==> config.mk <==
export PLATFORM = sky130hd
export DESIGN_NAME = slc_limiter_ctrl
export DESIGN_NICKNAME = d
export VERILOG_FILES = /design/src/slc_pkg.sv /design/src/slc_limiter_ctrl.sv
export VERILOG_INCLUDE_DIRS = /design/src
export SDC_FILE = /design/constraint.sdc
export NUM_CORES = 1
export LEC_CHECK = 0
export BUFFER_PORTS_ARGS = -buffer_cell sky130_fd_sc_hd__buf_4
export CAP_MARGIN = 20
export CORE_ASPECT_RATIO = 0.8
export CORE_MARGIN = 1.5
export CORE_UTILIZATION = 45
export DETAILED_ROUTE_END_ITERATION = 8
export GPL_TIMING_DRIVEN = 0
export MAX_ROUTING_LAYER = met4
export PLACE_DENSITY = 0.65
export SLEW_MARGIN = 20
export SYNTH_ARGS = -nofsm -noshare
export SYNTH_HDL_FRONTEND = slang
export SYNTH_SLANG_ARGS = --single-unit
==> constraint.sdc <==
create_clock -name i_clk -period 5.9 [get_ports i_clk]
set_clock_uncertainty 0.1 [all_clocks]
set_input_delay 0.885 -clock i_clk [delete_from_list [all_inputs] [get_ports i_clk]]
set_output_delay 0.885 -clock i_clk [all_outputs]
set_load 0.02 [all_outputs]
==> src/slc_consts.svh <==
// Constants of the stereo limiter control block: offsets, resets, fields.
// Assumes nothing; included by the design module.
`ifndef SLC_CONSTS_SVH
`define SLC_CONSTS_SVH

// ==========================================================================
// Register offsets
`define SLC_ADDR_L_CTRL1      8'h0E
`define SLC_ADDR_L_THR_SLOPE  8'h0F
`define SLC_ADDR_L_KNEE       8'h10
`define SLC_ADDR_R_RATES_MODE 8'h11
`define SLC_ADDR_R_THR_SLOPE  8'h12
`define SLC_ADDR_R_KNEE       8'h13

// ==========================================================================
// Reset values
`define SLC_RST_L_CTRL1       8'hA0
`define SLC_RST_THR_SLOPE     8'h51
`define SLC_RST_KNEE          8'h22
`define SLC_RST_R_RATES_MODE  8'hA8

// ==========================================================================
// Writable bits; reserved bits stay zero
`define SLC_WMASK_L_CTRL1     8'hF7
`define SLC_WMASK_THR_SLOPE   8'hFB
`define SLC_WMASK_FULL        8'hFF

// ==========================================================================
// Field positions
`define SLC_RELEASE_MSB       7
`define SLC_RELEASE_LSB       6
`define SLC_ATTACK_MSB        5
`define SLC_ATTACK_LSB        4
`define SLC_LINK_BIT          3
`define SLC_TRACK_BIT         2
`define SLC_MODE_MSB          1
`define SLC_MODE_LSB          0
`define SLC_THR_MSB           7
`define SLC_THR_LSB           3
`define SLC_SLOPE_MSB         1
`define SLC_SLOPE_LSB         0

// ==========================================================================
// Threshold table, in quarter volts
`define SLC_THR_TOP_QV        7'h40
`define SLC_THR_FINE_START    5'h0D
`define SLC_THR_FINE_END      5'h13
`define SLC_THR_FLOOR_QV      7'h08

`endif

==> src/slc_pkg.sv <==
// Types of the stereo limiter control block.
// Assumes the constants header is on the include path.
package slc_pkg;

  // ========================================================================
  // Limiter modes
  typedef enum logic [1:0] {
    SLC_MODE_OFF      = 2'h0,
    SLC_MODE_ON       = 2'h1,
    SLC_MODE_MUTE_LOW = 2'h2,
    SLC_MODE_ON_LOW   = 2'h3
  } slc_mode_t;

  // ========================================================================
  // Decoded settings of one limiter
  typedef struct packed {
    logic [1:0] release_rate;
    logic [1:0] attack_rate;
    logic       track;
    slc_mode_t  mode;
    logic [4:0] threshold_code;
    logic [1:0] slope;
    logic [7:0] knee;
  } slc_cfg_t;

  // ========================================================================
  // Controls handed to one channel's limiter datapath
  typedef struct packed {
    logic       limit_en;
    logic       mute;
    logic [6:0] threshold_qv;
    logic [1:0] attack_rate;
    logic [1:0] release_rate;
  } slc_chan_t;

  // ========================================================================
  // Whole state of the block
  typedef struct packed {
    logic [7:0] left_limit_ctrl1;
    logic [7:0] left_limit_threshold_slope;
    logic [7:0] left_limit_battery_knee;
    logic [7:0] right_limit_rates_mode;
    logic [7:0] right_limit_threshold_slope;
    logic [7:0] right_limit_battery_knee;
    logic [7:0] rdata;
    logic       left_below;
    logic       right_below;
    slc_chan_t  left_out;
    slc_chan_t  right_out;
  } slc_state_t;

endpackage

==> src/slc_limiter_ctrl.sv <==
// Register file and mode logic of the stereo output limiter.
// Assumes a battery code and a sample tick from logic on i_clk.
//
// Function
// - Left threshold code bits 7:3, 16V..2V
// - Left slope bits 1:0, ratios 1:1..4:1
// - Left battery knee, 8-bit, reset 0x22
// - Right release rate bits 7:6, reset 2
// - Right attack rate bits 5:4, reset 2
// - Link bit 3: right follows left settings
// - Tracking off: fixed right threshold used
// - Tracking on: threshold falls below knee
// - Right mode: off, on, mute below knee
// - Mode 3: limiter on only below knee
// - Reset values 0x51 and 0xA8
// - Right threshold and slope at 0x12
// - Right battery knee at 0x13, reset 0x22
// - Left has own tracking and mode
//
// Strobed register access was chosen for this implementation.
`timescale 1ns/10ps
`default_nettype none
`include "slc_consts.svh"

module slc_limiter_ctrl
  import slc_pkg::*;
(
  input  wire logic       i_clk,
  input  wire logic       i_arst_n,
  input  wire logic       i_clk_en,
  input  wire logic [7:0] i_addr,
  input  wire logic [7:0] i_wdata,
  input  wire logic       i_wr,
  input  wire logic       i_rd,
  input  wire logic       i_sample_tick,
  input  wire logic [7:0] i_vbat_code,
  output logic      [7:0] o_rdata,
  output slc_chan_t       o_left,
  output slc_chan_t       o_right
);

  // ========================================================================
  // Functions

  // Threshold code to quarter volts
  function automatic logic [6:0] thr_qv(input logic [4:0] code);
    logic [6:0] c;
    c = {2'h0, code};
    if (code <= `SLC_THR_FINE_START)
    begin
      thr_qv = `SLC_THR_TOP_QV - (c << 1);
    end
    else if (code <= `SLC_THR_FINE_END)
    begin
      thr_qv = 7'h33 - c;
    end
    else
    begin
      thr_qv = 7'h46 - (c << 1);
    end
  endfunction

  // Battery under the knee, unsigned codes on one scale
  function automatic logic below_knee(
    input logic [7:0] vbat,
    input logic [7:0] knee
  );
    below_knee = vbat < knee;
  endfunction

  // Shortfall under the knee; zero once the live code recovers
  function automatic logic [7:0] knee_deficit(
    input logic [7:0] knee,
    input logic [7:0] vbat
  );
    if (below_knee(vbat, knee))
    begin
      knee_deficit = knee - vbat;
    end
    else
    begin
      // Live code may rise above the knee before the next tick
      knee_deficit = 8'h00;
    end
  endfunction

  // Fixed or battery tracked threshold
  function automatic logic [6:0] eff_thr(
    input slc_cfg_t   cfg,
    input logic       below,
    input logic [7:0] vbat
  );
    logic [6:0] base;
    logic [7:0] deficit;
    logic [9:0] drop;
    base    = thr_qv(cfg.threshold_code);
    deficit = knee_deficit(cfg.knee, vbat);
    drop    = 10'(deficit) * (10'(cfg.slope) + 10'h001);
    if (!cfg.track || !below)
    begin
      eff_thr = base;
    end
    else if (drop >= 10'(base) - 10'(`SLC_THR_FLOOR_QV))
    begin
      // Never below the lowest table entry
      eff_thr = `SLC_THR_FLOOR_QV;
    end
    else
    begin
      eff_thr = base - drop[6:0];
    end
  endfunction

  // Settings and battery flag to channel controls
  function automatic slc_chan_t chan_ctl(
    input slc_cfg_t   cfg,
    input logic       below,
    input logic [7:0] vbat
  );
    slc_chan_t r;
    r.attack_rate  = cfg.attack_rate;
    r.release_rate = cfg.release_rate;
    r.threshold_qv = eff_thr(cfg, below, vbat);
    r.limit_en     = 1'b0;
    r.mute         = 1'b0;
    unique case (cfg.mode)
      SLC_MODE_OFF:
      begin
        r.limit_en = 1'b0;
      end
      SLC_MODE_ON:
      begin
        r.limit_en = 1'b1;
      end
      SLC_MODE_MUTE_LOW:
      begin
        r.mute = below;
      end
      SLC_MODE_ON_LOW:
      begin
        r.limit_en = below;
      end
    endcase
    chan_ctl = r;
  endfunction

  // Masked register write
  function automatic logic [7:0] wr_reg(
    input logic [7:0] cur,
    input logic [7:0] data,
    input logic [7:0] mask
  );
    wr_reg = (cur & ~mask) | (data & mask);
  endfunction

  // Read mux; unmapped addresses and reserved bits read zero
  function automatic logic [7:0] reg_rd(
    input logic [7:0] addr,
    input slc_state_t st
  );
    unique case (addr)
      `SLC_ADDR_L_CTRL1:
      begin
        reg_rd = st.left_limit_ctrl1;
      end
      `SLC_ADDR_L_THR_SLOPE:
      begin
        reg_rd = st.left_limit_threshold_slope;
      end
      `SLC_ADDR_L_KNEE:
      begin
        reg_rd = st.left_limit_battery_knee;
      end
      `SLC_ADDR_R_RATES_MODE:
      begin
        reg_rd = st.right_limit_rates_mode;
      end
      `SLC_ADDR_R_THR_SLOPE:
      begin
        reg_rd = st.right_limit_threshold_slope;
      end
      `SLC_ADDR_R_KNEE:
      begin
        reg_rd = st.right_limit_battery_knee;
      end
      default:
      begin
        reg_rd = 8'h00;
      end
    endcase
  endfunction

  // ========================================================================
  // State

  slc_state_t state_q;
  slc_state_t state_d;
  slc_cfg_t   left_cfg;
  slc_cfg_t   right_cfg;
  slc_cfg_t   right_use;
  logic       right_use_below;

  // ========================================================================
  // Settings decode

  always_comb
  begin
    left_cfg.release_rate   =
      state_q.left_limit_ctrl1[`SLC_RELEASE_MSB:`SLC_RELEASE_LSB];
    left_cfg.attack_rate    =
      state_q.left_limit_ctrl1[`SLC_ATTACK_MSB:`SLC_ATTACK_LSB];
    left_cfg.track          = state_q.left_limit_ctrl1[`SLC_TRACK_BIT];
    left_cfg.mode           =
      slc_mode_t'(state_q.left_limit_ctrl1[`SLC_MODE_MSB:`SLC_MODE_LSB]);
    left_cfg.threshold_code =
      state_q.left_limit_threshold_slope[`SLC_THR_MSB:`SLC_THR_LSB];
    left_cfg.slope          =
      state_q.left_limit_threshold_slope[`SLC_SLOPE_MSB:`SLC_SLOPE_LSB];
    left_cfg.knee           = state_q.left_limit_battery_knee;

    right_cfg.release_rate   =
      state_q.right_limit_rates_mode[`SLC_RELEASE_MSB:`SLC_RELEASE_LSB];
    right_cfg.attack_rate    =
      state_q.right_limit_rates_mode[`SLC_ATTACK_MSB:`SLC_ATTACK_LSB];
    right_cfg.track          = state_q.right_limit_rates_mode[`SLC_TRACK_BIT];
    right_cfg.mode           =
      slc_mode_t'(state_q.right_limit_rates_mode[`SLC_MODE_MSB:`SLC_MODE_LSB]);
    right_cfg.threshold_code =
      state_q.right_limit_threshold_slope[`SLC_THR_MSB:`SLC_THR_LSB];
    right_cfg.slope          =
      state_q.right_limit_threshold_slope[`SLC_SLOPE_MSB:`SLC_SLOPE_LSB];
    right_cfg.knee           = state_q.right_limit_battery_knee;

    // Linked: one limiter, left controls drive both outputs
    if (state_q.right_limit_rates_mode[`SLC_LINK_BIT])
    begin
      right_use       = left_cfg;
      right_use_below = state_q.left_below;
    end
    else
    begin
      right_use       = right_cfg;
      right_use_below = state_q.right_below;
    end
  end

  // ========================================================================
  // Next state

  always_comb
  begin
    state_d       = state_q;
    state_d.rdata = 8'h00;

    // Register writes
    if (i_wr)
    begin
      unique case (i_addr)
        `SLC_ADDR_L_CTRL1:
        begin
          state_d.left_limit_ctrl1 = wr_reg(state_q.left_limit_ctrl1, i_wdata,
                                            `SLC_WMASK_L_CTRL1);
        end
        `SLC_ADDR_L_THR_SLOPE:
        begin
          state_d.left_limit_threshold_slope =
            wr_reg(state_q.left_limit_threshold_slope, i_wdata,
                   `SLC_WMASK_THR_SLOPE);
        end
        `SLC_ADDR_L_KNEE:
        begin
          state_d.left_limit_battery_knee = i_wdata;
        end
        `SLC_ADDR_R_RATES_MODE:
        begin
          state_d.right_limit_rates_mode = i_wdata;
        end
        `SLC_ADDR_R_THR_SLOPE:
        begin
          state_d.right_limit_threshold_slope =
            wr_reg(state_q.right_limit_threshold_slope, i_wdata,
                   `SLC_WMASK_THR_SLOPE);
        end
        `SLC_ADDR_R_KNEE:
        begin
          state_d.right_limit_battery_knee = i_wdata;
        end
        default:
        begin
          // Unmapped writes are dropped
          state_d.rdata = 8'h00;
        end
      endcase
    end

    // Register reads, data valid in the next cycle only
    if (i_rd)
    begin
      state_d.rdata = reg_rd(i_addr, state_q);
    end

    // Battery compare once per sample; avoids flicker mid-sample
    if (i_sample_tick)
    begin
      state_d.left_below  = below_knee(i_vbat_code, state_q.left_limit_battery_knee);
      state_d.right_below = below_knee(i_vbat_code, state_q.right_limit_battery_knee);
    end

    // Channel controls
    state_d.left_out  = chan_ctl(left_cfg, state_q.left_below, i_vbat_code);
    state_d.right_out = chan_ctl(right_use, right_use_below, i_vbat_code);
  end

  // ========================================================================
  // Registers

  always_ff @(posedge i_clk or negedge i_arst_n)
  begin
    if (!i_arst_n)
    begin
      state_q                             <= '0;
      state_q.left_limit_ctrl1            <= `SLC_RST_L_CTRL1;
      state_q.left_limit_threshold_slope  <= `SLC_RST_THR_SLOPE;
      state_q.left_limit_battery_knee     <= `SLC_RST_KNEE;
      state_q.right_limit_rates_mode      <= `SLC_RST_R_RATES_MODE;
      state_q.right_limit_threshold_slope <= `SLC_RST_THR_SLOPE;
      state_q.right_limit_battery_knee    <= `SLC_RST_KNEE;
    end
    else if (i_clk_en)
    begin
      state_q <= state_d;
    end
  end

  // ========================================================================
  // Outputs

  assign o_rdata = state_q.rdata;
  assign o_left  = state_q.left_out;
  assign o_right = state_q.right_out;

endmodule
`default_nettype wire

; ---- After elaboration in Yosys (flattened, before gate mapping)
; Cells that the tools add are included.
[op_classes]
mux = 18
n_bitwise = 3
multipliers = 2
shift = 0
n_eq_ne = 12
order_cmp = 9
reduce_logical = 13
n_div = 0
n_addsub = 14
[op_table]
columns = operator, count
row1 = 7-bit 2-to-1 mux, 8
row2 = 8-bit one-hot mux with 6 select lines, 1
row3 = "8-bit by 5-bit equality test with 1-bit output, second input constant", 4
row4 = "7-bit by 6-bit subtractor with 7-bit output, first input constant", 4
row5 = 8-bit less-than comparator, 3
row6 = 8-bit 2-to-1 mux, 3
row7 = 22-bit 2-to-1 mux, 1
row8 = 10-bit greater-or-equal comparator, 2
row9 = 8-bit by 3-bit multiplier with 10-bit output, 2
row10 = 3-bit AND reduction, 6
row11 = "8-bit by 4-bit equality test with 1-bit output, second input constant", 2
row12 = 3-bit by 8-bit OR with 8-bit output, 2
row13 = "7-bit by 4-bit subtractor with 8-bit output, second input constant", 2
row14 = 8-bit subtractor, 2
row15 = "6-bit by 5-bit subtractor with 7-bit output, first input constant", 2
row16 = 7-bit subtractor, 2
row17 = "5-bit by 4-bit <= comparator with 1-bit output, second input constant", 2
row18 = "5-bit <= comparator, second input constant", 2
row19 = "2-bit equality test, second input constant", 4
row20 = 4-bit by 8-bit OR with 8-bit output, 1
row21 = "2-bit by 1-bit adder with 3-bit output, second input constant", 2
row22 = "2-bit by 1-bit equality test with 1-bit output, second input constant", 2
row23 = 1-bit zero test, 4
row24 = 1-bit one-hot mux with 2 select lines, 2
row25 = other kinds (3), 6
[word_totals]
memories = 0
mem_bits_ro = 0
wordCells = 90
in_bits = 30
mem_bits_rw = 0
ff_bits = 84
output_inout_bits = 34
latchBits = 0

; ---- Depth between registers and ports, before layout
[depth]
ltp_word = 8
ltp_mapped = 28
depth_no_buf = 28

; ---- Worst setup path before layout
; No wires, ideal clock.
[synth_timing]
path_type = register to register
startpoint = register state_q[55] (netlist bit)
endpoint = register state_q (netlist bit o_right[7])
n_path_buf = 3
setup_ps = 134
synth_period_minus_slack_ps = 6135
required_time_ps = 5666
arrival_time_ps = 5900
setup_slack_ps = -235
stages_incl_launch_ff = 28
cell_sequence = dfstp_2 > buf_6 > buf_6 > clkbuf_1 > mux2i_1 > ha_1 > fa_1 > nor2b_1 > o31a_1 > o31a_1 > o21ai_1 > a21oi_1 > nor2b_1 > fa_1 > ha_1 > inv_1 > fa_1 > nand2b_1 > a21oi_1 > a21oi_1 > o21bai_1 > xor2_1 > ha_1 > a21oi_1 > and2b_2 > a2111oi_4 > o31a_1 > o22ai_1
[synth_via]
elab_chain_len = 8
elab_cells_between_ends = 22
classes_between = add/sub: 7 / mul: 1 / order compare: 4 / mux: 7 / reduce/logical: 3
[synth_rtl]
columns = item, line
row1 = start: declaration, slc_limiter_ctrl.sv:196  ; slc_state_t state_q;
row2 = start signal: assignment, slc_limiter_ctrl.sv:331  ; state_q <= state_d;
row3 = branches (longest 7 deep; another with 8-bit by 3-bit multiplier with 10-bit output), -
row4 = 7-bit 2-to-1 mux (*), slc_limiter_ctrl.sv:99  ; if (!cfg.track || !below)
; Every way passes the cells marked *.
; A chain may end at the register's enable or synchronous reset.

; ---- Final worst setup path
[layout_timing]
startpoint = register state_q[55] (netlist bit)
endpoint = register state_q (netlist bit o_right[9])
; Same word-level chain as after synthesis.

==> results by group <==
Die
  • Core area: 17,430 um^2
  • Area of the die: 18,710 um^2
  • Die Span Y: 122.7 um
  • Die X: 152.6 um
  • Ports: 64
  • Initial Util: 46.20%
  • Core Rows: 43

Place
  • PortBufs: 62
  • Pre-CTS setup slack: -0.8270 ns
  • DP HPWL: 16.27 mm
  • Placer Congestion: 0.9410
  • Placed Area: 8818 um^2

GRT
  • Initial antenna violation count: 0
  • Largest net degree at the start of global routing: 82
  • GRT overflow: 0
  • Vias in the first global route: 6,248
  • Gr usage total: 23.55%
  • First-pass GRT wire length: 33.33 mm

STA
  • Final setup fails: 3
  • Setup TNS Final: -0.05678 ns
  • RSZ-0062 raised after global routing: true
  • Setup ws final: -0.02879 ns
  • Final Cycle Share: 100.5%
  • Minimum clock period: 5.929 ns
  • Final Max Tran Viols: 0
  • Worst hold margin: 0.4161 ns
  • Max-Slew Margin vs Limit: 49.34%
  • Final hold viol count: 0
  • Fmax: 168.7 MHz
  • Worst Max-Slew Pin Slew: 0.7599 ns

Job
  • Max-cap violations: 0

Min path
  • Min-delay worst type: register to register

Outcome
  • Status: finished with violations
  • Failing checks: setup timing

Drt
  • DRC: 0
  • Vias per cell: 5.498
  • Routed Wire Length: 21.27 mm
  • DR iter-0 viols: 479
  • Post-route ant nets: 0
  • WL/cell: 17.33 um
  • Drt pass-1 iters: 5
  • Via count: 6,746

Pwr
  • PwrDens: 181.0 nW/um^2
  • Leakage power: 4.575 nW
  • Worst vdd ir: 0.1332 mV

Finish
  • Diode count: 0
  • Commonest non-fill, non-tap cell in the layout: buf_4
  • Fillers: 1,647
  • Most frequent cells in the layout: buf_4, inv_1, ha_1
  • Nets: 1,132
  • Layout area overhead: 19.76%
  • Layout cell share with drive strength beyond 1: 30.24%
  • Finished Cell Area: 9646 um^2
  • Final core utilization: 55.33%

Critical path
  • Setup crit start kind: register
  • Worst path required time: 6.08 ns
  • Critical Path AT: 6.11 ns
  • Critical Path Fanout Max: 6
  • CP endpoint kind: register
  • Crit path kind: register to register

Synth
  • Number of synthesized flops with an enable pin: 0
  • Avg Inst Size Synth: 9.049 um^2
  • Netlist cell types: 87
  • Ys flop type: dfrtp_1
  • Cells after synthesis: 890
  • Fraction of registers with async set/reset: 100.0%
  • Mapped Area: 8054 um^2
  • Post-Syn Nets: 1,025
  • Yosys warnings: 0
  • Post-synthesis sequential area ratio: 25.40%
  • Yosys reg bits: 81

Clock tree
  • CTS root buffer: clkbuf_16
  • CTS tree: yes
  • Clock buffer depth: 2
  • Clock Latency Late Sink: 0.35 ns
  • H-tree Lvls: 3
  • CTS buffer count: 9
  • Reg clk slew, reported paths: 0.07 ns
  • TritonCTS Sinks: 81
Yosys cell counts, types with 4 or more instances:
library cell	n	area [um^2]
dfstp_2	15	394.1
o2bb2ai_1	5	43.79
o21ai_1	10	50.05
xor2_1	11	96.34
and3_1	10	62.56
a21o_1	11	82.58
a221oi_1	6	52.55
nor3_1	8	40.04
mux2i_1	16	160.2
a22oi_1	10	75.07
clkbuf_1	12	45.04
nand3_1	4	20.02
nand2_1	75	281.5
mux2_2	47	529.3
nand2b_1	12	75.07
o31a_1	4	35.03
o21ai_0	45	225.2
and2_1	13	81.33
nor2_1	49	183.9
ha_1	87	1089
nor2b_1	20	125.1
o21a_1	8	60.06
a211oi_1	4	30.03
buf_6	6	67.56
a31oi_1	7	43.79
nor3_2	4	40.04
xnor2_1	20	175.2
dfrtp_1	66	1652
o21bai_1	6	45.04
a21oi_1	54	270.3
fa_1	18	360.4
inv_1	96	360.4
o22ai_1	10	62.56
nand3b_1	4	30.03
buf_4	34	255.2
buf_2	4	20.02
worst max-delay path, cell delays in order, from the launching register on:
cell and delay (ns):
dfstp_2 0.61, clkbuf_16 0.17, mux2i_1 0.20, ha_2 0.23, fa_2 0.23, nor2b_2 0.05
o31a_1 0.25, o31a_1 0.31, o21ai_4 0.26, a21oi_4 0.10, buf_6 0.12, and2_4 0.12
fa_1 0.49, ha_2 0.19, inv_2 0.04, fa_2 0.34, nand2b_4 0.15, a21oi_4 0.14
a21oi_2 0.07, o21bai_1 0.14, xor2_1 0.24, ha_1 0.29, a21oi_1 0.12, and2b_2 0.24
a2111oi_4 0.20, buf_6 0.18, a32oi_2 0.12, a21oi_1 0.17
registers in the layout (all words and copies together) (netlist names):
signal and cells:
left_cfg 22, right_cfg 22, o_left 13, o_right 13, o_rdata 8, state_q 3
layout make-up:
type | count | area, um^2 | share of cell area (%)
Multi-Input combinational cell | 650 | 5464 | 56.65
Sequential cell | 81 | 2046 | 21.21
Timing Repair Buffer | 98 | 774.5 | 8.030
Buffer | 59 | 432.9 | 4.488
Inverter | 98 | 367.9 | 3.814
Tap cell | 225 | 281.5 | 2.919
Clock buffer | 9 | 225.2 | 2.335
Clock inverter | 7 | 53.80 | 0.5578
power by group:
group / switching [W] / leakage [nW] / internal [W] / total, W
logic: 0.000327 / 3.44 / 0.000269 / 0.000596
registers: 0.0000230 / 1.00 / 0.000584 / 0.000607
clock network: 0.000254 / 0.128 / 0.000288 / 0.000543
total: 0.000604 / 4.57 / 0.00114 / 0.00175
repair_timing:
item                       4_1_cts  5_1_grt
pin swaps                       24       50
setup buffers                   19       17
gates resized for setup         24       48
hold buffers                     0        0
setup endpoints to repair       14       14
path summary, 6_finish.rpt:
path | slack, ns | cells after the start | from | end
hold reg to reg | 0.42 | 1 | o_left[3]$_DFFE_PN0P_ | o_left[3]$_DFFE_PN0P_
max in group asynchronous | 4.69 | 1 | i_arst_n | o_rdata[3]$_DFFE_PN0P_
hold / removal | 0.42 | 1 | o_left[3]$_DFFE_PN0P_ | o_left[3]$_DFFE_PN0P_
setup reg to reg | -0.03 | 27 | state_q[55]$_DFFE_PN1P_ | o_right[9]$_DFFE_PN0P_
setup / recovery | -0.03 | 27 | state_q[55]$_DFFE_PN1P_ | o_right[9]$_DFFE_PN0P_
min in group asynchronous | 0.44 | 1 | i_arst_n | o_right[9]$_DFFE_PN0P_
cells by family after synthesis:
kind of cell               Yosys count  share of synthesized area (%)
AOI/OAI and AO/OA                  215                          18.56
xor gates and xnor gates            32                          3.651
adders and majority gates          105                          17.99
buffers and inverters              159                          9.912
DFF                                 81                          25.40
muxes                               68                          9.647
and+or+nand+nor                    230                          14.84
layer usage:
layer / global-route usage, % / up-vias / wire [um]
met4: 5.950 / 0 / 268
met5: - / - / 0
met1: 35.49 / 3260 / 11130
met3: 3.496 / 23 / 1135
li1: - / 3296 / -
met2: 32.60 / 167 / 8734
stage by stage:
| stage | power [W] | instances |
|---|---|---|
| 2_1_floorplan | 0.001011 | 890 |
| 3_3_place_gp | 0.001159 | 1177 |
| 3_5_place_dp | 0.001167 | 1177 |
| 4_1_cts | 0.001727 | 1211 |
| 5_1_grt | 0.001846 | 1227 |
| 6_report | 0.001746 | 1227 |
Power figures use the tool's default switching activity.
